<file path="config.mk">
export PLATFORM = sky130hd
export DESIGN_NAME = ssp_serial_port
export DESIGN_NICKNAME = d
export VERILOG_FILES = /design/src/ssp_pkg.sv /design/src/ssp_serial_port.sv
export VERILOG_INCLUDE_DIRS = /design/src
export SDC_FILE = /design/constraint.sdc
export NUM_CORES = 1
export LEC_CHECK = 0
export ABC_AREA = 1
export BUFFER_PORTS_ARGS = -buffer_cell sky130_fd_sc_hd__buf_2
export CAP_MARGIN = 10
export CELL_PAD_IN_SITES_DETAIL_PLACEMENT = 1
export CELL_PAD_IN_SITES_GLOBAL_PLACEMENT = 2
export CORE_MARGIN = 3
export CORE_UTILIZATION = 30
export DETAILED_ROUTE_END_ITERATION = 6
export PLACE_DENSITY = 0.76
export SLEW_MARGIN = 20
export SYNTH_ARGS = -nofsm -noshare
export SYNTH_HDL_FRONTEND = slang
export SYNTH_SLANG_ARGS = --single-unit
</file>
<file path="constraint.sdc">
create_clock -name clk -period 1.65 [get_ports clk]
set_input_delay 0.33 -clock clk [delete_from_list [all_inputs] [get_ports clk]]
set_output_delay 0.33 -clock clk [all_outputs]
set_load 0.1 [all_outputs]
</file>
<file path="src/ssp_cfg.svh">
`ifndef SSP_CFG_SVH
`define SSP_CFG_SVH

// register addresses in the special function register space
`define SSP_ADDR_CTRL 8'hf8
`define SSP_ADDR_CFG 8'h9a
`define SSP_ADDR_DATA 8'h9b
`define SSP_ADDR_CKR 8'h9d

// reset values
`define SSP_CTRL_RESET 8'h00
`define SSP_CFG_RESET 8'h07
`define SSP_CKR_RESET 8'h00
`define SSP_DATA_RESET 8'h00

// control register fields
`define SSP_CTRL_DONE 7
`define SSP_CTRL_WRITE_COLLISION_FLAG 6
`define SSP_CTRL_MODE_FAULT_FLAG 5
`define SSP_CTRL_OVR 4
`define SSP_CTRL_MASTER_ENABLE_BIT 1
`define SSP_CTRL_PORT_ENABLE_BIT 0

// config register fields
`define SSP_CFG_CPHA 7
`define SSP_CFG_CPOL 6

`endif

</file>
<file path="src/ssp_pkg.sv">
package ssp_pkg;

    typedef enum logic [1:0] {
        M_IDLE = 2'b01,
        M_RUN = 2'b10
    } ssp_mstate_e;

    typedef struct packed {
        logic [7:0] addr;
        logic wr;
        logic rd;
        logic [7:0] wdata;
    } ssp_sfr_req_s;

    typedef struct packed {
        logic sck;
        logic mosi;
        logic miso;
        logic sel_n;
    } ssp_pin_in_s;

    typedef struct packed {
        logic sck;
        logic sck_oe;
        logic mosi;
        logic mosi_oe;
        logic miso;
        logic miso_oe;
    } ssp_pin_out_s;

endpackage

</file>
<file path="src/ssp_serial_port.sv">
`timescale 1ns/100ps
`include "ssp_cfg.svh"
module ssp_serial_port
    import ssp_pkg::*;
(
    // clock and reset
    input wire logic clk,
    input wire logic reset,
    // special function register port
    input wire ssp_sfr_req_s sfr_req,
    output logic [7:0] sfr_rdata,
    // interrupt
    input wire logic irq_enable,
    output logic irq,
    // serial pins
    input wire ssp_pin_in_s pins_in,
    output ssp_pin_out_s pins_out
);

    // ************************************************************
    // pin synchronisers
    // ************************************************************
    ssp_pin_in_s sync1;
    ssp_pin_in_s sync2;
    ssp_pin_in_s sync3;

    always_ff @(posedge clk)
    begin
        if (reset)
        begin
            sync1 <= '{sck: 1'b0, mosi: 1'b0, miso: 1'b0, sel_n: 1'b1};
            sync2 <= '{sck: 1'b0, mosi: 1'b0, miso: 1'b0, sel_n: 1'b1};
            sync3 <= '{sck: 1'b0, mosi: 1'b0, miso: 1'b0, sel_n: 1'b1};
        end
        else
        begin
            sync1 <= pins_in;
            sync2 <= sync1;
            sync3 <= sync2;
        end
    end

    // ************************************************************
    // state
    // ************************************************************
    logic done, write_collision_flag, mode_fault_flag, ovr, master_enable_bit, port_enable_bit;
    logic cpha, cpol;
    logic [2:0] frs, bidx;
    logic [7:0] ckr, div, msh, mrx, rxbuf, ssh;
    logic [4:0] ecnt;
    logic rx_full, sck_lvl, slatch;
    logic [1:0] samp;
    ssp_mstate_e st;
    localparam logic [7:0] ctrl_rst = `SSP_CTRL_RESET;

    logic next_done, next_write_collision_flag, next_mode_fault_flag, next_ovr, next_master_enable_bit, next_port_enable_bit;
    logic next_cpha, next_cpol;
    logic [2:0] next_frs, next_bidx;
    logic [7:0] next_ckr, next_div, next_msh, next_mrx, next_rxbuf, next_ssh;
    logic [7:0] next_rdata;
    logic [4:0] next_ecnt;
    logic next_rx_full, next_sck_lvl, next_slatch;
    logic [1:0] next_samp;
    ssp_mstate_e next_st;

    logic wr_data, rd_data, slave_mode, slave_sel, sel_rise, lead, trail;
    logic busy, tick, fault;
    logic [4:0] nbits2;

    assign wr_data = sfr_req.wr && sfr_req.addr == `SSP_ADDR_DATA;
    assign rd_data = sfr_req.rd && sfr_req.addr == `SSP_ADDR_DATA;
    assign slave_mode = port_enable_bit && !master_enable_bit;
    assign slave_sel = slave_mode && !sync2.sel_n;
    assign sel_rise = !sync3.sel_n && sync2.sel_n;
    assign lead = sync3.sck == cpol && sync2.sck != cpol;
    assign trail = sync3.sck != cpol && sync2.sck == cpol;
    assign busy = st == M_RUN || slave_sel;
    // half period is ckr+1 clocks, so SCK never beats faster than clk/2
    assign tick = div == 8'h00;
    assign fault = master_enable_bit && !sync2.sel_n;
    assign nbits2 = {1'b0, frs, 1'b0} + 5'h02;

    // ************************************************************
    // next state
    // ************************************************************
    always_comb
    begin
        next_done = done;
        next_write_collision_flag = write_collision_flag;
        next_mode_fault_flag = mode_fault_flag;
        next_ovr = ovr;
        next_master_enable_bit = master_enable_bit;
        next_port_enable_bit = port_enable_bit;
        next_cpha = cpha;
        next_cpol = cpol;
        next_frs = frs;
        next_bidx = bidx;
        next_ckr = ckr;
        next_div = div;
        next_msh = msh;
        next_mrx = mrx;
        next_rxbuf = rxbuf;
        next_ssh = ssh;
        next_ecnt = ecnt;
        next_rx_full = rx_full;
        next_sck_lvl = sck_lvl;
        next_slatch = slatch;
        next_st = st;
        next_rdata = sfr_rdata;
        next_samp = {samp[0], 1'b0};

        // miso is taken two clocks after its sampling edge
        if (samp[1])
        begin
            next_mrx = {mrx[6:0], sync2.miso};
        end

        // software writes
        if (sfr_req.wr && sfr_req.addr == `SSP_ADDR_CTRL)
        begin
            next_done = sfr_req.wdata[`SSP_CTRL_DONE];
            next_write_collision_flag = sfr_req.wdata[`SSP_CTRL_WRITE_COLLISION_FLAG];
            next_mode_fault_flag = sfr_req.wdata[`SSP_CTRL_MODE_FAULT_FLAG];
            next_ovr = sfr_req.wdata[`SSP_CTRL_OVR];
            next_master_enable_bit = sfr_req.wdata[`SSP_CTRL_MASTER_ENABLE_BIT];
            next_port_enable_bit = sfr_req.wdata[`SSP_CTRL_PORT_ENABLE_BIT];
        end
        else if (sfr_req.wr && sfr_req.addr == `SSP_ADDR_CFG)
        begin
            next_cpha = sfr_req.wdata[`SSP_CFG_CPHA];
            next_cpol = sfr_req.wdata[`SSP_CFG_CPOL];
            next_frs = sfr_req.wdata[2:0];
        end
        else if (sfr_req.wr && sfr_req.addr == `SSP_ADDR_CKR)
        begin
            next_ckr = sfr_req.wdata;
        end
        else if (wr_data)
        begin
            if (busy)
            begin
                next_write_collision_flag = 1'b1;
            end
            else if (master_enable_bit && port_enable_bit && !fault)
            begin
                // left align so the word's top bit leaves first
                next_st = M_RUN;
                next_msh = sfr_req.wdata << (3'h7 - frs);
                next_bidx = frs;
                next_ecnt = 5'h00;
                next_div = ckr;
                next_mrx = 8'h00;
            end
            else
            begin
                next_ssh = sfr_req.wdata;
            end
        end

        if (rd_data)
        begin
            next_rx_full = 1'b0;
        end

        // master engine
        case (st)
            M_IDLE:
            begin
                next_sck_lvl = cpol;
            end
            M_RUN:
            begin
                if (!tick)
                begin
                    next_div = div - 8'h01;
                end
                else if (ecnt == nbits2 && !samp[0])
                begin
                    next_st = M_IDLE;
                    next_done = 1'b1;
                    next_rxbuf = next_mrx;
                    next_rx_full = 1'b1;
                end
                else if (ecnt == nbits2)
                begin
                    // last sample still in the synchroniser: wait a clock
                    next_st = M_RUN;
                end
                else
                begin
                    next_div = ckr;
                    next_sck_lvl = !sck_lvl;
                    next_ecnt = ecnt + 5'h01;
                    if (ecnt[0] == cpha)
                    begin
                        // the pin level at this edge shows on sync2 two
                        // clocks later, so the capture waits to match
                        next_samp[0] = 1'b1;
                    end
                    else if (ecnt != 5'h00 && ecnt != nbits2 - 5'h01)
                    begin
                        next_msh = {msh[6:0], 1'b0};
                        next_bidx = bidx - 3'h1;
                    end
                end
            end
            default:
            begin
                next_st = M_IDLE;
            end
        endcase

        // slave engine; phase 1 shifts straight in on the trailing edge
        if (slave_sel)
        begin
            if (lead && !cpha)
            begin
                next_slatch = sync2.mosi;
            end
            if (trail)
            begin
                next_ssh = {ssh[6:0], cpha ? sync2.mosi : slatch};
            end
        end
        if (sel_rise && slave_mode)
        begin
            next_done = 1'b1;
            if (rx_full)
            begin
                next_ovr = 1'b1;
            end
            else
            begin
                next_rxbuf = ssh;
                next_rx_full = 1'b1;
            end
        end

        // hardware wins over any software write in the same cycle
        if (fault)
        begin
            next_mode_fault_flag = 1'b1;
            next_master_enable_bit = 1'b0;
            next_port_enable_bit = 1'b0;
            next_st = M_IDLE;
        end

        // register reads
        if (sfr_req.rd)
        begin
            if (sfr_req.addr == `SSP_ADDR_CTRL)
            begin
                next_rdata = {done, write_collision_flag, mode_fault_flag, ovr, st == M_RUN,
                    !sync2.sel_n, master_enable_bit, port_enable_bit};
            end
            else if (sfr_req.addr == `SSP_ADDR_CFG)
            begin
                next_rdata = {cpha, cpol, bidx, frs};
            end
            else if (sfr_req.addr == `SSP_ADDR_DATA)
            begin
                next_rdata = rxbuf;
            end
            else if (sfr_req.addr == `SSP_ADDR_CKR)
            begin
                next_rdata = ckr;
            end
            else
            begin
                next_rdata = 8'h00;
            end
        end
    end

    // ************************************************************
    // registers
    // ************************************************************
    always_ff @(posedge clk)
    begin
        if (reset)
        begin
            {done, write_collision_flag, mode_fault_flag, ovr} <= 4'h0;
            master_enable_bit <= ctrl_rst[`SSP_CTRL_MASTER_ENABLE_BIT];
            port_enable_bit <= ctrl_rst[`SSP_CTRL_PORT_ENABLE_BIT];
            samp <= 2'b00;
            {cpha, cpol, bidx, frs} <= `SSP_CFG_RESET;
            ckr <= `SSP_CKR_RESET;
            div <= 8'h00;
            msh <= `SSP_DATA_RESET;
            mrx <= 8'h00;
            rxbuf <= `SSP_DATA_RESET;
            ssh <= `SSP_DATA_RESET;
            ecnt <= 5'h00;
            rx_full <= 1'b0;
            sck_lvl <= 1'b0;
            slatch <= 1'b0;
            st <= M_IDLE;
            sfr_rdata <= 8'h00;
        end
        else
        begin
            done <= next_done;
            write_collision_flag <= next_write_collision_flag;
            mode_fault_flag <= next_mode_fault_flag;
            ovr <= next_ovr;
            master_enable_bit <= next_master_enable_bit;
            port_enable_bit <= next_port_enable_bit;
            cpha <= next_cpha;
            cpol <= next_cpol;
            frs <= next_frs;
            bidx <= next_bidx;
            ckr <= next_ckr;
            div <= next_div;
            msh <= next_msh;
            mrx <= next_mrx;
            rxbuf <= next_rxbuf;
            ssh <= next_ssh;
            ecnt <= next_ecnt;
            rx_full <= next_rx_full;
            sck_lvl <= next_sck_lvl;
            slatch <= next_slatch;
            samp <= next_samp;
            st <= next_st;
            sfr_rdata <= next_rdata;
        end
    end

    // ************************************************************
    // outputs
    // ************************************************************
    assign pins_out.sck = sck_lvl;
    assign pins_out.sck_oe = master_enable_bit && port_enable_bit;
    assign pins_out.mosi = msh[7];
    assign pins_out.mosi_oe = master_enable_bit && port_enable_bit;
    assign pins_out.miso = ssh[7];
    assign pins_out.miso_oe = slave_sel;
    assign irq = done && irq_enable;
endmodule

</file>
==> flow_summary_export.csv, run 1 <==
group,metric,value,unit
place,placed_area,6410,um^2
final_layout,design_area,7300,um^2
clock_network,clk_latency,350,ps
final_layout,multi_input_area,3070,um^2
final_layout,drive_gt1_frac,0.286,
worst_setup_path,r2r_slack,-90,ps
logic_synthesis,synth_cells,834,
worst_setup_path,crit_arrival,1990,ps
timing,post-route-min-period,1740,ps
logic_synthesis,ys_seq_elements,92,
route,drtAntennaViolNets,0,
floorplan,core.rowCount,47,
status,outcome,"complete, but fails checks",
place,dpl.hpwl,15700,um
worst_setup_path,critPathKind,"flip-flop to flip-flop",
timing,min_period_over_period,1.05,
final_layout,area_growth,39.4,%
pwr,p_comb_frac,0.053,
logic_synthesis,async_reset_ff_frac,0,
min_path,holdPathStages,2,
logic_synthesis,synth.yosys.warnings,0,
worst_setup_path,critPathRequiredTime,1900,ps
logic_synthesis,synth.distinct_cells,37,
pwr,p_sw_frac,0.244,
global_routing,overflow,0,
clock_network,htree_levels,3,
global_routing,grt.total_usage,0.216,
place,place_inst,1163,
clock_network,clockBufferDepth,2,
min_path,whs_endpoint,"sync1[0]",
worst_setup_path,critPathCaptureType,"flip-flop",
logic_synthesis,synth.area.mux_share,0,
final_layout,finalNetCount,1003,
pwr,p_per_area,650,nW/um^2
pwr,internal_power,3.59,mW
logic_synthesis,yosysTopAreaCell,"dfxtp_1",
timing,final_max_slew_viol_count,0,
logic_synthesis,synth_top_area_share,0.352,
worst_setup_path,crit_top_cell,"nand3_1",
floorplan,io_pins,40,
clock_network,cts_made_buffers,9,
pwr,switching_power,1.16,mW
logic_synthesis,syn-num-nets,866,
clock_network,clk_pin_slew_worst_paths,70,ps
place,io_buffers,39,
worst_setup_path,cp_slowest_stage_delay,360,ps
pwr,seqPwrFrac,0.470,
logic_synthesis,synthXorXnorAreaFrac,0.0151,
worst_setup_path,r2r-end,"rxbuf[2]",
logic_synthesis,synth_adder_area_share,0.0167,
place,place.gp.congestion,0.893,
route,wire_per_inst,17.5,um
min_path,hold_path.class,"primary input to flip-flop",
pwr,power.ir.vdd_worst,0.435,mV
logic_synthesis,yosys.area_share.simple,0.358,
route,avgViaCountPerCell,4.94,
route,remaining_drc_errors,0,
logic_synthesis,mappedNetlistArea,5240,um^2
timing,rsz0062_at_grt,"yes",
timing,fin_tns_setup,-1280,ps
pwr,p_clk_frac,0.476,
timing,skew,8.83,ps
clock_network,cts_root_buffer,"clkbuf_16",
logic_synthesis,synthTopCellsByArea,"dfxtp_1 (35%), nand2_1 (17%), inv_1 (8.7%), nand3_1 (6.9%), nor2_1 (6.4%)",
worst_setup_path,rr_worst_depth,11,
pwr,p_total,4.74,mW
global_routing,grt_max_degree,29,
global_routing,grt_pass1_wl,32900,um
final_layout,seqCellArea,1860,um^2
worst_setup_path,critPathLaunchType,"flip-flop",
logic_synthesis,synth_top_family_by_area,"simple AND/OR/NAND/NOR gates",
place,dp_slack,-223,ps
final_layout,nFillCells,2220,
worst_setup_path,worst-path-max-fanout,5,
worst_setup_path,crit_path_cell_trace,"ha_4 > inv_2 > a21oi_2 > nand3_1 > nor2_2 > nand4_1 > buf_6 > nand2_2 > nand3_1 > nand2_1 > inv_1",
clock_network,cts_tree,"yes",
timing,finalWorstSetupSlack,-86.0,ps
timing,whs,156,ps
pwr,p_leak,3.45,nW
final_layout,fin_util,0.434,
logic_synthesis,avgSynthCellArea,6.28,um^2
final_layout,final_cells,1197,
timing,tightest_slew,562,ps
timing,slew_headroom,0.624,
route,drt_iter0_drc,310,
floorplan,die_w,138,um
route,wirelength,20900,um
worst_setup_path,r2r-start,"frs[0]",
status,violations,"setup timing",
floorplan,die_h,138,um
timing,fmax,0.576,GHz
logic_synthesis,ys_seq_area_frac,0.352,
floorplan,die_area,19100,um^2
logic_synthesis,synth-edff-count,0,
clock_network,cts.sinks,92,
timing,setup_viol,26,
worst_setup_path,startpoint,"frs[0]",
global_routing,grt_pass1_vias,6222,
logic_synthesis,synthFlopType,"dfxtp_1",
floorplan,start_util,0.311,
timing,hold_viol,0,
worst_setup_path,crit_slowest_cell,"dfxtp_4",
min_path,worstHoldStart,"pins_in[0]",
floorplan,core_area,16800,um^2
logic_synthesis,synth_compound_area_frac,0.129,
run,maxCapViolCount,0,
route,num_vias,5909,
route,firstDrtPassIters,4,
global_routing,antenna_found_initial,0,
kinds of logic after synthesis:
group | Yosys count
AND/OR/NAND/NOR | 437
AO/OA/AOI/OAI | 125
buffers and inverters | 164
XOR/XNOR | 9
flip-flops | 92
adder cells (fa/ha/maj) | 7
what timing repair did:
item,4_1_cts,5_1_grt
gates cloned,4,0
endpoints found under the setup margin,56,51
hold buffers,0,0
endpoints found under the hold margin,0,0
pin swaps,20,28
gates resized for setup,70,64
setup buffers,15,2
cells in the mapped netlist (4+ instances only):
| cell type | instances |
|---|---|
| inv_1 | 122 |
| a21oi_1 | 51 |
| buf_2 | 12 |
| nor2_1 | 89 |
| dfxtp_1 | 92 |
| buf_4 | 9 |
| ha_1 | 7 |
| nand2_1 | 235 |
| nand3_1 | 72 |
| clkbuf_1 | 14 |
| o21ai_0 | 53 |
| xor2_1 | 7 |
| a211oi_1 | 9 |
| nand4_1 | 15 |
| nor3_1 | 7 |
| nor2_2 | 4 |
worst max-delay path: cells and delay by family, from the launching register on:
family	cells	cell delay [ps]
AOI/OAI and AO/OA	1	130
adders and majority gates	1	290
buffers and inverters	3	290
DFF	1	360
and+or+nand+nor	6	580
layer usage:
layer | global-route usage | vias to the layer above | wire length, um
met4 | 0.0541 | 0 | 346
met2 | 0.381 | 91 | 10400
met5 | 0 | - | 0
li1 | - | 2920 | -
met1 | 0.278 | 2876 | 9380
met3 | 0.0297 | 22 | 772
registers in the layout, indices dropped and copies added (netlist names), 2 cells and up:
| register | cells |
|---|---|
| sync1 | 4 |
| msh | 8 |
| bidx | 3 |
| sfr_rdata | 8 |
| div | 8 |
| frs | 3 |
| rxbuf | 8 |
| sync2 | 4 |
| ckr | 8 |
| ssh | 8 |
| samp | 2 |
| st | 2 |
| mrx | 8 |
| sync3 | 2 |
| ecnt | 5 |
how the worst max path moves through the flow:
stage | endpoint | slack (ps) | depth (start not counted)
2_1_floorplan | ssh[6] | 3 | 11
3_3_place_gp | div[7] | -100 | 12
3_5_place_dp | rxbuf[0] | -220 | 11
4_1_cts | rxbuf[7] | -100 | 10
5_1_grt | msh[3] | -170 | 12
6_report | rxbuf[2] | -90 | 11
power groups by stage:
| stage | sequential, mW | combinational [mW] | clock [mW] |
|---|---|---|---|
| floorplan | 2.29 | 0.107 | 0 |
| global placement | 2.29 | 0.239 | 0 |
| detailed placement | 2.29 | 0.243 | 0 |
| CTS | 2.23 | 0.248 | 2.31 |
| global route | 2.23 | 0.276 | 2.42 |
| finish | 2.23 | 0.254 | 2.26 |
cell type report:
| cell class | instances | area share |
|---|---|---|
| clock inverters | 5 | 0.00874 |
| diodes | 1 | 0.000343 |
| clock buffers | 11 | 0.0346 |
| repair buffers | 161 | 0.174 |
| flip-flops and latches | 92 | 0.255 |
| well taps | 220 | 0.0377 |
| inverters | 128 | 0.0684 |
| multi-input cells | 579 | 0.421 |
cell usage in the layout, fill, tap and decap left out, drive strengths merged, types with 12 or more instances in the layout:
cell type and n:
a21oi 51, buf 160, clkbuf 12, dfxtp 92, inv 128, nand2 238
nand3 76, nand4 17, nor2 93, o21ai 55
(Power assumes the default switching activity.)
==> inputs of run 2 (changes only) <==
==> constraint.sdc (replaced) <==
create_clock -name clk -period 1.65 [get_ports clk]
set_input_delay 0.165 -clock clk [delete_from_list [all_inputs] [get_ports clk]]
set_output_delay 0.165 -clock clk [all_outputs]
set_load 0.1 [all_outputs]
==> flow_summary_export.csv, run 2 (synthesis gave the netlist of run 1 again) <==
group,metric,value,unit
timing,fmax,0.565,GHz
floorplan,core_area,16800,um^2
pwr,p_per_area,638,nW/um^2
final_layout,area_growth,34.1,%
min_path,worstHoldStart,"pins_in[1]",
worst_setup_path,r2r_slack,-120,ps
timing,slew_headroom,0.673,
floorplan,io_pins,40,
place,io_buffers,39,
final_layout,mostFrequentLayoutCells,"nand2_1 (220), inv_1 (112), buf_4 (94)",
route,num_vias,5788,
timing,min_period_over_period,1.07,
timing,tightest_slew,495,ps
final_layout,design_area,7020,um^2
clock_network,clk_pin_slew_worst_paths,70,ps
timing,hold_viol,0,
final_layout,fin_util,0.417,
clock_network,clockBufferDepth,2,
worst_setup_path,r2r-end,"rxbuf[2]",
place,place.gp.congestion,0.901,
route,remaining_drc_errors,0,
clock_network,cts_tree,"yes",
worst_setup_path,rr_worst_depth,12,
place,dpl.hpwl,15200,um
pwr,power.ir.vdd_worst,0.501,mV
clock_network,cts_root_buffer,"clkbuf_16",
floorplan,start_util,0.311,
place,place_inst,1146,
route,drt_iter0_drc,287,
global_routing,use_met1,0.276,
global_routing,grt_pass1_wl,32500,um
final_layout,drive_gt1_frac,0.252,
floorplan,die_h,138,um
final_layout,multi_input_area,2990,um^2
route,firstDrtPassIters,5,
final_layout,finalNetCount,990,
timing,setup_viol,30,
place,placed_area,6240,um^2
timing,finalWorstSetupSlack,-119,ps
worst_setup_path,critPathRequiredTime,1910,ps
worst_setup_path,critPathKind,"flip-flop to flip-flop",
global_routing,antenna_found_initial,0,
pwr,p_leak,3.35,nW
global_routing,overflow,0,
timing,skew,8.54,ps
route,drtAntennaViolNets,0,
route,avgViaCountPerCell,4.89,
final_layout,final_cells,1183,
global_routing,grt_max_degree,39,
floorplan,die_area,19100,um^2
final_layout,n_antenna_cell,0,
worst_setup_path,startpoint,"frs[0]",
worst_setup_path,r2r-start,"frs[0]",
final_layout,mostFrequentLayoutCell,"nand2_1",
worst_setup_path,crit_path_end,"rxbuf[2]",
floorplan,die_w,138,um
final_layout,seqCellArea,1850,um^2
route,wire_per_inst,17.2,um
floorplan,core.rowCount,47,
global_routing,met2_usage,0.376,
global_routing,gr-usage-met3,0.0283,
timing,post-route-min-period,1770,ps
run,maxCapViolCount,0,
global_routing,grt_pass1_vias,6037,
worst_setup_path,critPathCaptureType,"flip-flop",
global_routing,grt.total_usage,0.214,
global_routing,grt-busiest-layer,"met2",
timing,final_max_slew_viol_count,0,
worst_setup_path,worst-path-max-fanout,5,
final_layout,nFillCells,2224,
clock_network,clk_latency,360,ps
route,wirelength,20300,um
timing,rsz0062_at_grt,"yes",
clock_network,cts.sinks,92,
clock_network,cts_made_buffers,9,
status,violations,"setup timing",
status,outcome,"complete, but fails checks",
clock_network,htree_levels,3,
place,dp_slack,-277,ps
min_path,hold_path.class,"primary input to flip-flop",
worst_setup_path,crit_arrival,2030,ps
worst_setup_path,critPathLaunchType,"flip-flop",
==> run 2: stage by stage <==
stage / hold WS, ps / power [mW] / TNS (ps)
finish: 7.11 / 4.48 / -1690
global route: 8.27 / 4.67 / -5170
CTS: 0.653 / 4.53 / -1570
detailed placement: 358 / 2.51 / -5020
global placement: 351 / 2.51 / -4150
floorplan: 269 / 2.40 / 0
==> run 2: worst min path at each step <==
stage / endpoint / slack, ps / cells after the start
3_3_place_gp: sync1[0] / 350 / 2
2_1_floorplan: sync1[0] / 270 / 1
4_1_cts: sync1[1] / 0.7 / 3
6_report: sync1[1] / 7 / 3
5_1_grt: sync1[1] / 8 / 3
3_5_place_dp: sync1[0] / 360 / 2
==> run 2: power by group <==
part	total [mW]	internal, mW	switching (mW)	leakage [nW]
clock	2.00	1.03	0.969	0.130
combinational	0.239	0.0769	0.162	2.48
sequential	2.24	2.23	0.00583	0.742
==> run 2: final cells by class <==
type / count / area share
Inverter: 128 / 0.0704
Tap cell: 220 / 0.0392
Sequential cell: 92 / 0.264
Clock inverter: 5 / 0.00499
Clock buffer: 11 / 0.0332
Timing Repair Buffer: 148 / 0.162
Multi-Input combinational cell: 579 / 0.427
==> run 2: metal layers <==
metal / share of wire / wire length (um)
met5: 0 / 0
met4: 0.016 / 333
met3: 0.039 / 800
met2: 0.49 / 9960
met1: 0.45 / 9220
==> run 2: timing repair <==
action / 4_1_cts / 5_1_grt
hold buffers: 2 / 0
hold endpoints to repair: 2 / 0
buffers inserted: 17 / 0
endpoints found under the setup margin: 44 / 43
gates resized for setup: 78 / 22
pin swaps: 24 / 10
cloned: 3 / 0
==> run 2: worst max-delay path: stages, from the launching register on <==
cell	delay, ps
dfxtp_2	350
ha_4	280
inv_2	40
a21oi_2	140
nand3_2	100
nor2_4	110
nand4_1	140
buf_6	180
buf_6	120
nand2_2	50
nand3_2	70
nand2_1	60
inv_1	30
==> inputs of run 3 (changes only) <==
- ABC_AREA: 1 -> not set
- CORE_UTILIZATION: 30 -> 33
- PLACE_DENSITY: 0.76 -> 0.75
==> flow_summary_export.csv, run 3 <==
group,metric,value,unit
status,outcome,"complete, but fails checks",
status,violations,"setup timing",
timing,finalWorstSetupSlack,-622,ps
place,place.gp.congestion,0.839,
timing,slew_headroom,0.648,
clock_network,clk_latency,360,ps
timing,tightest_slew,528,ps
place,dpl.hpwl,12300,um
timing,final_max_slew_viol_count,0,
route,wirelength,16800,um
logic_synthesis,synth.yosys.warnings,0,
route,firstDrtPassIters,4,
logic_synthesis,synth_common_cells,"dfxtp_1 (92), nor2_1 (92), mux2i_1 (44), nand2_1 (30), a211oi_1 (29)",
floorplan,die_area,16000,um^2
timing,fin_tns_setup,-20310,ps
logic_synthesis,ys_seq_elements,92,
final_layout,mostFrequentLayoutCells,"buf_4 (102), dfxtp_1 (88), nor2_1 (82)",
final_layout,area_growth,41.6,%
clock_network,clk_pin_slew_worst_paths,70,ps
clock_network,cts_root_buffer,"clkbuf_16",
clock_network,cts_tree,"yes",
worst_setup_path,critPathRequiredTime,1910,ps
timing,skew,9.00,ps
worst_setup_path,crit_arrival,2540,ps
worst_setup_path,critPathLaunchType,"flip-flop",
clock_network,htree_levels,3,
global_routing,met2_usage,0.356,
route,drtAntennaViolNets,0,
final_layout,nFillCells,1643,
logic_synthesis,avgSynthCellArea,8.58,um^2
final_layout,n_antenna_cell,0,
worst_setup_path,critPathCaptureType,"flip-flop",
global_routing,use_met1,0.267,
global_routing,gr-usage-met3,0.0459,
global_routing,grt_pass1_wl,26500,um
final_layout,seqCellArea,1850,um^2
timing,whs,22.8,ps
pwr,p_per_area,699,nW/um^2
timing,min_period_over_period,1.38,
final_layout,drive_gt1_frac,0.397,
worst_setup_path,r2r-end,"msh[3]",
run,maxCapViolCount,0,
global_routing,grt_pass1_vias,4877,
worst_setup_path,r2r_slack,-620,ps
place,dp_slack,-666,ps
logic_synthesis,synth.distinct_cells,69,
worst_setup_path,rr_worst_depth,8,
global_routing,overflow,0,
global_routing,grt-busiest-layer,"met2",
timing,setup_viol,46,
logic_synthesis,yosysTopAreaCell,"dfxtp_1",
floorplan,start_util,0.341,
logic_synthesis,synth_cells,558,
clock_network,cts.sinks,92,
floorplan,core_area,14000,um^2
logic_synthesis,mappedNetlistArea,4790,um^2
global_routing,grt_max_degree,23,
min_path,worstHoldStart,"pins_in[1]",
clock_network,clockBufferDepth,2,
final_layout,fin_util,0.483,
route,drt_iter0_drc,267,
logic_synthesis,synthTopCellsByArea,"dfxtp_1 (38%), mux2i_1 (9.2%), nor2_1 (7.2%), a211oi_1 (4.5%), a21oi_1 (2.7%)",
timing,fmax,0.440,GHz
floorplan,die_h,126,um
timing,post-route-min-period,2270,ps
logic_synthesis,ys_seq_area_frac,0.385,
logic_synthesis,synthFlopType,"dfxtp_1",
timing,hold_viol,0,
worst_setup_path,r2r-start,"div[0]",
pwr,p_leak,2.86,nW
timing,rsz0062_at_grt,"yes",
pwr,power.ir.vdd_worst,0.430,mV
clock_network,cts_made_buffers,9,
logic_synthesis,synth-edff-count,0,
logic_synthesis,async_reset_ff_frac,0,
floorplan,core.rowCount,43,
final_layout,multi_input_area,3100,um^2
logic_synthesis,synth_top_area_share,0.385,
floorplan,io_pins,40,
route,num_vias,4702,
min_path,hold_path.class,"primary input to flip-flop",
global_routing,grt.total_usage,0.209,
pwr,p_total,4.74,mW
route,remaining_drc_errors,0,
floorplan,die_w,126,um
global_routing,antenna_found_initial,1,
min_path,whs_endpoint,"sync1[1]",
min_path,holdPathStages,2,
place,io_buffers,39,
final_layout,mostFrequentLayoutCell,"buf_4",
worst_setup_path,critPathKind,"flip-flop to flip-flop",
route,wire_per_inst,19.2,um
worst_setup_path,worst-path-max-fanout,7,
final_layout,finalNetCount,724,
route,avgViaCountPerCell,5.36,
logic_synthesis,syn-num-nets,590,
==> run 3: cell type report <==
| type | count | area share |
|---|---|---|
| clock buffer | 9 | 0.0332 |
| clock inverter | 7 | 0.0111 |
| inverter | 20 | 0.0114 |
| multi-input combinational | 409 | 0.458 |
| sequential | 92 | 0.272 |
| tap | 180 | 0.0332 |
| timing repair buffer | 160 | 0.181 |
==> run 3: worst max-delay path: stages, from the launching register on <==
cell and delay, ps:
dfxtp_2 340, inv_2 60, ha_4 120, or3b_4 400, or4b_4 520, nor2_4 170, and3_4 260, nand2_4 110
a311oi_1 210
==> run 3: how the worst max path moves through the flow <==
stage,from,end,slack [ps],cells after the start
after floorplan,div[0],bidx[0],-560,8
after global placement,st[0],msh[3],-590,8
after CTS,div[0],msh[3],-650,8
after global routing,div[0],msh[6],-730,9
after detailed placement,div[1],msh[2],-670,8
final,div[0],msh[3],-620,8
==> run 3: report_power, final <==
| part | switching (mW) | total, mW | internal [mW] | leakage, nW |
|---|---|---|---|---|
| sequential | 0.0104 | 2.25 | 2.24 | 0.744 |
| combinational | 0.218 | 0.330 | 0.112 | 1.96 |
| clock | 0.972 | 2.16 | 1.19 | 0.150 |
==> run 3: logic make-up (layout without fill, tap and decap cells) <==
logic type                 Yosys count  count (layout)  synth area share
AOI/OAI and AO/OA                  120             120             0.175
xor gates and xnor gates             8               8            0.0146
adders and majority gates            7               7            0.0183
buffers and inverters               57             196            0.0533
DFF                                 92              92             0.385
muxes                               54              54             0.118
and+or+nand+nor                    220             220             0.236
==> run 3: what timing repair did <==
action	CTS	global route
gates resized for setup	46	42
hold buffers	1	0
cloned	1	1
endpoints found under the setup margin	56	57
pin swaps	11	38
endpoints found under the hold margin	1	0
setup buffers	14	7
==> run 3: stage by stage <==
step | std cells | cell area (um^2)
finish | 877 | 6780
CTS | 873 | 6610
floorplan | 558 | 4930
global route | 877 | 6780
global placement | 841 | 5960
detailed placement | 841 | 5960
==> run 3: per-layer routing <==
layer,share of wire,vias up
met4,0.014,2
met2,0.49,73
met5,0.00077,-
li1,-,2281
met3,0.028,20
met1,0.47,2326
